<file path="src/inc/dtc_cfg.svh">
`ifndef DTC_CFG_SVH
`define DTC_CFG_SVH
// Function
// - A Timer1 overflow sets overflow1_flag, and entry to its service routine clears it.
// - A Timer0 overflow sets overflow0_flag, and entry to its service routine clears it.
// - A timer counts only while its run bit (Timer1 bit 6, Timer0 bit 4) is 1, else it holds.
// - A falling edge on ext_irq1_pin sets ext_irq1_flag whatever the enable, and entry clears it.
// - A falling edge on ext_irq0_pin sets ext_irq0_flag whatever the enable, and entry clears it.
// - Trigger select (bit 2 for pin 1, bit 0 for pin 0) picks low level at 0 and falling edge at 1.
// - With gating set a timer runs only while its interrupt pin is high and its run bit is set.
// - In timer mode a timer increments once every 2 system clock cycles.
// - In counter mode a timer increments on each falling edge of its count pin.
// - Mode 00 is an 8-bit counter in the high byte behind a 5-bit prescaler in the low byte.
// - Mode 01 is a 16-bit counter that overflows when it wraps past all ones.
// - Mode 10 counts the low byte and reloads it from the high byte on each overflow.
// - Mode 11 stops Timer1 whatever its run bit says.
// - Timer0 mode 11 makes the low byte a timer/counter and the high byte a timer on Timer1's run bit and flag.
// - The four count bytes are read/write and reset to zero.

`define DTC_ADDR_CTRL 8'h88
`define DTC_ADDR_MODE 8'h89
`define DTC_ADDR_TL0 8'h8A
`define DTC_ADDR_TL1 8'h8B
`define DTC_ADDR_TH0 8'h8C
`define DTC_ADDR_TH1 8'h8D
`define DTC_RST_BYTE 8'h00
`define DTC_BYTE_MAX 8'hFF
`define DTC_PRESC_MAX 5'h1F
`define DTC_PRESC_ZERO 5'h00
`define DTC_ONE8 8'h01
`define DTC_ONE16 16'h0001
`define DTC_WORD_MAX 16'hFFFF
`define DTC_PIN_RST 4'hF
// Timer control bits
`define DTC_TF1 7
`define DTC_TR1 6
`define DTC_TF0 5
`define DTC_TR0 4
`define DTC_IE1 3
`define DTC_IT1 2
`define DTC_IE0 1
`define DTC_IT0 0
// Timer mode bits
`define DTC_PIN_GATING1_SEL 7
`define DTC_CT1 6
`define DTC_M1 5:4
`define DTC_PIN_GATING0_SEL 3
`define DTC_CT0 2
`define DTC_M0 1:0
// Synchronised pin indices
`define DTC_PIN_EXT0 0
`define DTC_PIN_EXT1 1
`define DTC_PIN_CNT0 2
`define DTC_PIN_CNT1 3
`endif

</file>
<file path="src/inc/dtc_pkg.sv">
package dtc_pkg;
	typedef enum logic [1:0] {
		DTC_MODE_PRESC = 2'h0,
		DTC_MODE_WORD = 2'h1,
		DTC_MODE_RELOAD = 2'h2,
		DTC_MODE_SPLIT = 2'h3
	} dtc_mode_t;
	typedef struct packed {
		logic rd;
		logic wr;
		logic [7:0] addr;
		logic [7:0] wdata;
	} dtc_bus_t;
	typedef struct packed {
		logic ovf1;
		logic ovf0;
		logic ext1;
		logic ext0;
	} dtc_irq_t;
endpackage
</file>
<file path="src/hdl/dtc_timer.sv">
`timescale 1ns/10ps
`include "dtc_cfg.svh"
module dtc_timer (
	input wire logic clk,
	input wire logic rst_n,
	input wire dtc_pkg::dtc_bus_t busReq,
	output logic [7:0] rdData,
	input wire dtc_pkg::dtc_irq_t vectorAck,
	output dtc_pkg::dtc_irq_t irqReq,
	input wire logic extIrq0Pin,
	input wire logic extIrq1Pin,
	input wire logic counter0Pin,
	input wire logic counter1Pin
);
	import dtc_pkg::*;

	logic rstMeta;
	logic rst;
	logic [3:0] pinMeta;
	logic [3:0] pinSync;
	logic [3:0] pinLast;
	logic divPhase;
	logic [7:0] ctrl;
	logic [7:0] mode;
	logic [7:0] tl0;
	logic [7:0] th0;
	logic [7:0] tl1;
	logic [7:0] th1;
	logic [7:0] next_ctrl;
	logic [7:0] next_tl0;
	logic [7:0] next_th0;
	logic [7:0] next_tl1;
	logic [7:0] next_th1;

	// Next {overflow, high, low} for modes 00, 01 and 10
	function automatic logic [16:0] stepTimer(input logic [7:0] hi,
			input logic [7:0] lo, input logic [1:0] m);
		logic [16:0] res;
		res = {1'b0, hi, lo};
		case (m)
			DTC_MODE_PRESC: begin
				if (lo[4:0] == `DTC_PRESC_MAX) begin
					res[4:0] = `DTC_PRESC_ZERO;
					res[15:8] = hi + `DTC_ONE8;
					res[16] = (hi == `DTC_BYTE_MAX);
				end else begin
					res[4:0] = lo[4:0] + 5'h01;
				end
			end
			DTC_MODE_WORD: begin
				res[15:0] = {hi, lo} + `DTC_ONE16;
				res[16] = ({hi, lo} == `DTC_WORD_MAX);
			end
			DTC_MODE_RELOAD: begin
				res[7:0] = (lo == `DTC_BYTE_MAX) ? hi : lo + `DTC_ONE8;
				res[16] = (lo == `DTC_BYTE_MAX);
			end
			default: begin
				res = {1'b0, hi, lo};
			end
		endcase
		return res;
	endfunction

	// Reset release through two flops
	always_ff @(posedge clk or negedge rst_n) begin
		if (!rst_n) begin
			rstMeta <= 1'b0;
			rst <= 1'b0;
		end else begin
			rstMeta <= 1'b1;
			rst <= rstMeta;
		end
	end

	// Pins idle high so the reset value cannot fake a falling edge
	always_ff @(posedge clk or negedge rst) begin
		if (!rst) begin
			pinMeta <= `DTC_PIN_RST;
			pinSync <= `DTC_PIN_RST;
			pinLast <= `DTC_PIN_RST;
			divPhase <= 1'b0;
		end else begin
			pinMeta <= {counter1Pin, counter0Pin, extIrq1Pin, extIrq0Pin};
			pinSync <= pinMeta;
			pinLast <= pinSync;
			divPhase <= ~divPhase;
		end
	end

	wire [3:0] pinFall = pinLast & ~pinSync;
	wire sysTick = divPhase;
	wire wrCtrl = busReq.wr && busReq.addr == `DTC_ADDR_CTRL;
	wire wrMode = busReq.wr && busReq.addr == `DTC_ADDR_MODE;
	wire wrTl0 = busReq.wr && busReq.addr == `DTC_ADDR_TL0;
	wire wrTl1 = busReq.wr && busReq.addr == `DTC_ADDR_TL1;
	wire wrTh0 = busReq.wr && busReq.addr == `DTC_ADDR_TH0;
	wire wrTh1 = busReq.wr && busReq.addr == `DTC_ADDR_TH1;
	wire [1:0] mode0 = mode[`DTC_M0];
	wire [1:0] mode1 = mode[`DTC_M1];
	wire split0 = mode0 == DTC_MODE_SPLIT;

	wire gate0Ok = !mode[`DTC_PIN_GATING0_SEL] || pinSync[`DTC_PIN_EXT0];
	wire gate1Ok = !mode[`DTC_PIN_GATING1_SEL] || pinSync[`DTC_PIN_EXT1];
	wire run0 = ctrl[`DTC_TR0] && gate0Ok;
	wire run1 = ctrl[`DTC_TR1] && gate1Ok && mode1 != DTC_MODE_SPLIT;
	wire src0 = mode[`DTC_CT0] ? pinFall[`DTC_PIN_CNT0] : sysTick;
	wire src1 = mode[`DTC_CT1] ? pinFall[`DTC_PIN_CNT1] : sysTick;
	wire inc0 = run0 && src0;
	wire inc1 = run1 && src1;
	// Split high byte is a plain timer on Timer1's run bit
	wire incTh0 = split0 && ctrl[`DTC_TR1] && sysTick;

	wire [16:0] step0 = stepTimer(th0, tl0, mode0);
	wire [16:0] step1 = stepTimer(th1, tl1, mode1);
	wire tl0Wrap = tl0 == `DTC_BYTE_MAX;
	wire th0Wrap = th0 == `DTC_BYTE_MAX;
	wire ovf0Evt = inc0 && (split0 ? tl0Wrap : step0[16]);
	// Timer1 loses its flag to the split high byte
	wire ovf1Evt = split0 ? (incTh0 && th0Wrap) : (inc1 && step1[16]);
	wire ext0Evt = ctrl[`DTC_IT0] ? pinFall[`DTC_PIN_EXT0]
		: !pinSync[`DTC_PIN_EXT0];
	wire ext1Evt = ctrl[`DTC_IT1] ? pinFall[`DTC_PIN_EXT1]
		: !pinSync[`DTC_PIN_EXT1];

	// Hardware set wins over software clear and vector acknowledge
	always_comb begin
		next_ctrl = wrCtrl ? busReq.wdata : ctrl;
		if (!wrCtrl) begin
			next_ctrl[`DTC_TF1] = ctrl[`DTC_TF1] && !vectorAck.ovf1;
			next_ctrl[`DTC_TF0] = ctrl[`DTC_TF0] && !vectorAck.ovf0;
			next_ctrl[`DTC_IE1] = ctrl[`DTC_IE1] && !vectorAck.ext1;
			next_ctrl[`DTC_IE0] = ctrl[`DTC_IE0] && !vectorAck.ext0;
		end
		next_ctrl[`DTC_TF1] = next_ctrl[`DTC_TF1] || ovf1Evt;
		next_ctrl[`DTC_TF0] = next_ctrl[`DTC_TF0] || ovf0Evt;
		next_ctrl[`DTC_IE1] = next_ctrl[`DTC_IE1] || ext1Evt;
		next_ctrl[`DTC_IE0] = next_ctrl[`DTC_IE0] || ext0Evt;
	end

	// Software writes to a count byte win over counting
	always_comb begin
		next_tl0 = tl0;
		next_th0 = th0;
		if (split0) begin
			if (inc0) begin
				next_tl0 = tl0 + `DTC_ONE8;
			end
			if (incTh0) begin
				next_th0 = th0 + `DTC_ONE8;
			end
		end else if (inc0) begin
			next_tl0 = step0[7:0];
			next_th0 = step0[15:8];
		end
		if (wrTl0) begin
			next_tl0 = busReq.wdata;
		end
		if (wrTh0) begin
			next_th0 = busReq.wdata;
		end
	end

	always_comb begin
		next_tl1 = inc1 ? step1[7:0] : tl1;
		next_th1 = inc1 ? step1[15:8] : th1;
		if (wrTl1) begin
			next_tl1 = busReq.wdata;
		end
		if (wrTh1) begin
			next_th1 = busReq.wdata;
		end
	end

	wire [7:0] rdMux =
		(busReq.addr == `DTC_ADDR_CTRL) ? ctrl :
		(busReq.addr == `DTC_ADDR_MODE) ? mode :
		(busReq.addr == `DTC_ADDR_TL0) ? tl0 :
		(busReq.addr == `DTC_ADDR_TL1) ? tl1 :
		(busReq.addr == `DTC_ADDR_TH0) ? th0 :
		(busReq.addr == `DTC_ADDR_TH1) ? th1 : `DTC_RST_BYTE;

	always_ff @(posedge clk or negedge rst) begin
		if (!rst) begin
			ctrl <= `DTC_RST_BYTE;
			mode <= `DTC_RST_BYTE;
			tl0 <= `DTC_RST_BYTE;
			th0 <= `DTC_RST_BYTE;
			tl1 <= `DTC_RST_BYTE;
			th1 <= `DTC_RST_BYTE;
		end else begin
			ctrl <= next_ctrl;
			mode <= wrMode ? busReq.wdata : mode;
			tl0 <= next_tl0;
			th0 <= next_th0;
			tl1 <= next_tl1;
			th1 <= next_th1;
		end
	end

	// Read data stand only in the cycle after the strobe
	always_ff @(posedge clk or negedge rst) begin
		if (!rst) begin
			rdData <= `DTC_RST_BYTE;
			irqReq <= '0;
		end else begin
			rdData <= busReq.rd ? rdMux : `DTC_RST_BYTE;
			irqReq <= '{ovf1: next_ctrl[`DTC_TF1], ovf0: next_ctrl[`DTC_TF0],
				ext1: next_ctrl[`DTC_IE1], ext0: next_ctrl[`DTC_IE0]};
		end
	end
endmodule

</file>
<file path="config.mk">
export PLATFORM = sky130hd
export DESIGN_NAME = dtc_timer
export DESIGN_NICKNAME = d
export VERILOG_FILES = /design/src/inc/dtc_pkg.sv /design/src/hdl/dtc_timer.sv
export VERILOG_INCLUDE_DIRS = /design/src /design/src/inc
export SDC_FILE = /design/constraint.sdc
export NUM_CORES = 1
export LEC_CHECK = 0
export ABC_CLOCK_PERIOD_IN_PS = 3100
export BUFFER_PORTS_ARGS = -buffer_cell sky130_fd_sc_hd__buf_2
export CORE_AREA = 2 2 94 96
export CTS_CLUSTER_DIAMETER = 40
export DETAILED_ROUTE_END_ITERATION = 10
export DIE_AREA = 0 0 96 98
export GPL_TIMING_DRIVEN = 0
export HOLD_SLACK_MARGIN = 0.12
export PLACE_DENSITY_LB_ADDON = 0.12
export SLEW_MARGIN = 20
export SYNTH_ARGS = -nofsm -noshare
export SYNTH_HDL_FRONTEND = slang
export SYNTH_SLANG_ARGS = --single-unit
</file>
<file path="constraint.sdc">
create_clock -name clk -period 3.1 [get_ports clk]
set_input_delay 0.465 -clock clk [delete_from_list [all_inputs] [get_ports clk]]
set_output_delay 0.465 -clock clk [all_outputs]
set_load 0.02 [all_outputs]
</file>
Word level (Yosys, flattened, before mapping)
Cells that the tools add are included.
{"block": "word_totals", "register_bits": 75, "in_bits": 28, "out_inout_bits": 12, "elab_cells": 149}
{"block": "op_classes", "add_sub_neg": 8, "eq_ne": 23, "muxes": 43, "bitwise_logic": 3, "reduce_logical": 52}
{"cell": "8-bit 2-to-1 mux", "count": 21}
{"cell": "8-bit == test, second input constant", "count": 10}
{"cell": "16-bit by 1-bit adder with 16-bit output, second input constant", "count": 2}
{"cell": "8-bit by 1-bit adder with 8-bit output, second input constant", "count": 4}
{"cell": "16-bit == test, second input constant", "count": 2}
{"cell": "8-bit one-hot mux with 2 select lines", "count": 2}
{"cell": "5-bit one-hot mux with 3 select lines", "count": 2}
{"cell": "1-bit logical AND", "count": 20}
{"cell": "9-bit 2-to-1 mux", "count": 2}
{"cell": "3-bit one-hot mux with 2 select lines", "count": 2}
{"cell": "4-bit nonzero test", "count": 3}
{"cell": "5-bit by 1-bit adder with 5-bit output, second input constant", "count": 2}
{"cell": "5-bit == test, second input constant", "count": 2}
{"cell": "1-bit 2-to-1 mux", "count": 10}
{"cell": "5-bit 2-to-1 mux", "count": 2}
{"cell": "3-bit nonzero test", "count": 3}
{"cell": "1-bit zero test", "count": 8}
{"cell": "2-bit AND reduction", "count": 4}
{"cell": "2-bit == test, second input constant", "count": 3}
{"cell": "1-bit logical OR", "count": 6}
{"cell": "1-bit one-hot mux with 3 select lines", "count": 2}
{"cell": "2-bit nonzero test", "count": 3}
{"cell": "5-bit nonzero test", "count": 1}
{"cell": "4-bit AND", "count": 1}
{"cell": "10 further kinds", "count": 12}

Longest topological paths before layout
{"block": "depth", "depth_word": 8, "mapped_depth": 10, "ltp_nobuf": 9}

Worst setup path after synthesis
Ideal clock, no wire load.
{"block": "synth_timing", "path_type": "register -> register", "startpoint": "register tl1[0]", "endpoint": "register th1[5]", "arrival_time_ns": 2.113, "slack_ns": 0.909, "stages_incl_launch_ff": 11, "path_buffers": 1, "path_cell_list": "dfrtp_1 -> ha_1 -> and3_4 -> buf_6 -> ha_1 -> mux2_2 -> o2111ai_1 -> a211oi_2 -> nand3_1 -> xor2_1 -> a21oi_1"}
{"block": "synth_via", "elab_chain_cells": 4}
{"element": "from (decl)", "line": "dtc_timer.sv:27", "text": "logic [7:0] tl1;"}
{"element": "from (signal assigned)", "line": "dtc_timer.sv:189", "text": "tl1 <= `DTC_RST_BYTE;"}
{"element": "from (signal assigned)", "line": "dtc_timer.sv:196", "text": "tl1 <= next_tl1;"}
{"element": "16-bit by 1-bit adder with 16-bit output (no line)"}
{"element": "8-bit one-hot mux with 2 select lines", "line": "dtc_timer.sv:40", "text": "case (m)"}
{"element": "8-bit 2-to-1 mux", "line": "dtc_timer.sv:166", "text": "next_th1 = inc1 ? step1[15:8] : th1;"}
{"element": "8-bit 2-to-1 mux", "line": "dtc_timer.sv:170", "text": "if (wrTh1) begin"}
{"element": "to (signal assigned)", "line": "dtc_timer.sv:190", "text": "th1 <= `DTC_RST_BYTE;"}
{"element": "to (signal assigned)", "line": "dtc_timer.sv:197", "text": "th1 <= next_th1;"}
{"element": "to (decl)", "line": "dtc_timer.sv:28", "text": "logic [7:0] th1;"}
Parallel ways exist; a longest one is shown, timed or not. The select of a mux whose other input is x is not followed.
A chain may end at the register's enable or synchronous reset.

Worst setup path in the final report
Same ends and word-level chain as after synthesis.

==> run_results.csv <==
group,metric,value,unit
outcome,run_status,"finished, final reports clean",
timing,grt_setup_unrepaired,"no",
placed_design,dp.final_hpwl,9720,um
timing,worst_slack,0.461,ns
critical_path,cp_cell_sequence,"ha_1 -> and3_4 -> buf_6 -> ha_1 -> mux2_2 -> o2111ai_1 -> a211oi_2 -> nand3_1 -> xor2_1 -> a21oi_1",
critical_path,endpoint,"th1[5]$_DFFE_PN0P_",
timing,timing_max_transition_violations_final,0,
cts,clk_latency,0.36,ns
power,vdd_drop_max,0.000363,V
placed_design,placement.setup.worst_slack,0.515,ns
placed_design,gpl.final_weighted_congestion,0.949,
cells_and_area,mostFrequentLayoutCell,"nand2_1",
floorplanning,ioPinCount,40,
global_routing,first_pass_grt_wire_length,21000,um
placed_design,port-buffer-count,39,
synthesis,synthDistinctLibCells,67,
floorplanning,initial_utilization,0.536,
cts,cts_tree,"built",
detailed_routing,drt_iter0_drc,284,
timing,accumulated_negative_setup_slack,0,ns
timing,finalHoldViolations,0,
global_routing,antenna_found_initial,0,
global_routing,grt.overflow.total,0,
timing,maxClockFrequency,379,MHz
power,p_sw,0.900,mW
cts,tritoncts_num_sinks,71,
critical_path,worst_r2r_startpoint,"tl1[0]$_DFFE_PN0P_",
synthesis,netlist_area,0.00453,mm^2
critical_path,crit_slowest_cell,"dfrtp_1",
critical_path,critical_path.startpoint,"tl1[0]$_DFFE_PN0P_",
floorplanning,rows,34,
critical_path,crit_path_max_fanout,7,
synthesis,yosysWarnings,0,
synthesis,ys_ff_latch,71,
cts,clock_tree.htree_level_count,3,
critical_path,critical_path.startpoint_type,"register",
synthesis,synth_ff_type,"dfrtp_1",
synthesis,post_synth_inst_count,521,
critical_path,worst-setup-path-type,"register to register",
timing,relSlewSlack,0.468,
critical_path,reg2reg_slack,0.46,ns
cts,clk_root_buffer_cell,"clkbuf_8",
critical_path,reg2reg_to,"th1[5]$_DFFE_PN0P_",
detailed_routing,routed_via_density,6.16,
min_path,min-delay-path-class,"input pin to register",
cts,clock_transition_time_at_the_flip_flop_clock_pins_of_the_worst_setup_and_hold_paths,0.08,ns
synthesis,count_of_flip_flops_with_a_built_in_enable_after_synthesis,0,
cts,post-cts-setup-buffers,0,
cts,clock_path_buffers,2,
floorplanning,die_height,98,um
floorplanning,fp.coreArea,0.00847,mm^2
cts,cts_hold_buf,1,
timing,timing.final.crit_share,0.851,
critical_path,worst-endpoint-arrival,2.92,ns
synthesis,synth_nets,563,
power,clock_power_share,0.324,
timing,finalClockSkew,0.0121,ns
power,power.density,518,mW/mm^2
detailed_routing,final_antenna_net_count,0,
cells_and_area,most_frequent_cells_in_the_layout,"nand2_1, dfrtp_1, buf_2, nor2_1, a21oi_1",
critical_path,worst_path_largest_cell_delay,0.47,ns
critical_path,cp_common_cell,"ha_1",
cells_and_area,antenna-diode-count,0,
global_routing,vias_in_the_first_global_route,4031,
timing,timing.final.crit_period,2.64,ns
synthesis,yosysTopAreaCellShare,0.326,
detailed_routing,drt-wirelength-per-cell,19.3,um
detailed_routing,totalWireLength,13300,um
synthesis,netlist.top_cell.by_area,"dfrtp_1",
floorplanning,die_area,0.00941,mm^2
cells_and_area,flow.area_growth_from_synthesis,13.2,%
power,static-leakage-power,2.21,nW
power,power.sequential.fraction,0.451,
critical_path,worst_ep_required_time,3.38,ns
timing,final_setup_vio_count,0,
power,netSwitchingFraction,0.338,
run,maxcap_viol_count,0,
cells_and_area,finish.net_count,615,
global_routing,grt.total_usage,0.298,
cts,post_cts.resized_instances,0,
cells_and_area,drive_gt1_frac,0.173,
synthesis,synth.avg_cell_area,8.70,um^2
detailed_routing,route.detailed.drc,0,
synthesis,ffs_w_async_s_r_synth,1.00,
power,intPower,1.76,mW
timing,worst_slew_pin_slew,0.791,ns
cts,cts_made_buffers,9,
synthesis,sequential_share_of_the_synthesized_area,0.395,
cells_and_area,post_layout_util,0.606,
detailed_routing,routed-via-count,4228,
floorplanning,die_w,96,um
critical_path,rr_worst_depth,10,
power,power.share.combinational,0.224,
critical_path,end_kind,"register",
global_routing,grt_max_degree,45,
synthesis,synth_area_leaders,"dfrtp_1, dfstp_2, nand2_1",
detailed_routing,detailedRoute.firstPassIterationCount,4,
## worst min-delay path by stage
stage / startpoint / endpoint / cells past startpoint
2_1_floorplan: rst_n / rst$_DFF_PN0_ / 0
5_1_grt: extIrq0Pin / pinMeta[0]$_DFF_PN1_ / 1
4_1_cts: counter0Pin / pinMeta[2]$_DFF_PN1_ / 1
3_5_place_dp: rst_n / rstMeta$_DFF_PN0_ / 1
3_3_place_gp: rst_n / rstMeta$_DFF_PN0_ / 1
6_report: counter0Pin / pinMeta[2]$_DFF_PN1_ / 1
## cells by family (layout without fill, tap and decap cells)
family / count (synthesis) / in the layout / synth area share
buf+inv: 40 / 97 / 0.0439
compound gates: 151 / 151 / 0.204
other cells: 1 / 1 / 0.000827
fa+ha+maj: 14 / 14 / 0.0386
xor+xnor: 19 / 19 / 0.0367
mux: 24 / 24 / 0.0582
simple gates: 201 / 201 / 0.223
flops: 71 / 71 / 0.395
## per-layer routing
metal,wire [um],global-route usage,vias up
li1,-,-,1981
met3,575,0.0478,35
met4,462,0.131,0
met2,6420,0.482,127
met1,5810,0.391,2085
met5,0,0,-
## flip-flops by register name, indices dropped and copies added, names as in the netlist
| signal | cells |
|---|---|
| ctrl | 8 |
| divPhase | 1 |
| mode | 8 |
| pinLast | 4 |
| pinMeta | 4 |
| pinSync | 4 |
| rdData | 8 |
| rst | 1 |
| rstMeta | 1 |
| th0 | 8 |
| th1 | 8 |
| tl0 | 8 |
| tl1 | 8 |
## synth_stat cells, types with 3 or more instances
cell	n
a211oi_1	4
a21boi_0	3
a21o_1	3
a21oi_1	39
a31oi_1	8
and3_1	9
and3b_1	3
and4_1	4
buf_2	9
buf_4	6
clkbuf_1	8
dfrtp_1	59
dfstp_2	12
ha_1	14
inv_1	14
mux2_1	12
mux2_2	3
mux2i_1	8
nand2_1	61
nand2b_1	6
nand3_1	21
nand3b_1	6
nand4_1	9
nor2_1	43
nor2_2	3
nor2b_1	10
nor3_1	10
o211ai_1	4
o21ai_0	26
o21ai_1	27
o22ai_1	4
o31ai_1	10
xnor2_1	12
xor2_1	7
## area by class of cell
cell class,count,area (um^2)
Fill cell,764,3330
Buffer,26,146
Clock buffer,9,124
Multi-Input combinational cell,410,2540
Sequential cell,71,1800
Inverter,14,52.6
Tap cell,108,135
Timing Repair Buffer,41,233
Clock inverter,7,103
## metrics by stage
stage,power [mW],cell area (um^2),cells,hold slack [ns]
6_report,2.66,5130,686,0.192
4_1_cts,2.66,5130,686,0.183
2_1_floorplan,1.60,4530,521,0.169
5_1_grt,2.80,5130,686,0.177
3_5_place_dp,1.79,4900,669,0.252
3_3_place_gp,1.77,4860,668,0.249
## worst max-delay path: cells and delay by family, from the launching register on
| kind | cells | cell delay (ns) |
|---|---|---|
| AO/OA/AOI/OAI | 3 | 0.84 |
| multiplexers | 1 | 0.18 |
| AND/OR/NAND/NOR | 2 | 0.33 |
| XOR/XNOR | 1 | 0.16 |
| buffers and inverters | 1 | 0.11 |
| flip-flops | 1 | 0.47 |
| adder cells (fa/ha/maj) | 2 | 0.47 |
## power groups by stage
stage          Combinational (mW)  Clock [mW]  Sequential, mW
2_1_floorplan               0.448           0            1.15
3_3_place_gp                0.551           0            1.21
3_5_place_dp                0.583           0            1.21
4_1_cts                     0.590       0.875            1.19
5_1_grt                     0.667       0.918            1.21
6_report                    0.597       0.863            1.20
Power figures use the tool's default switching activity.
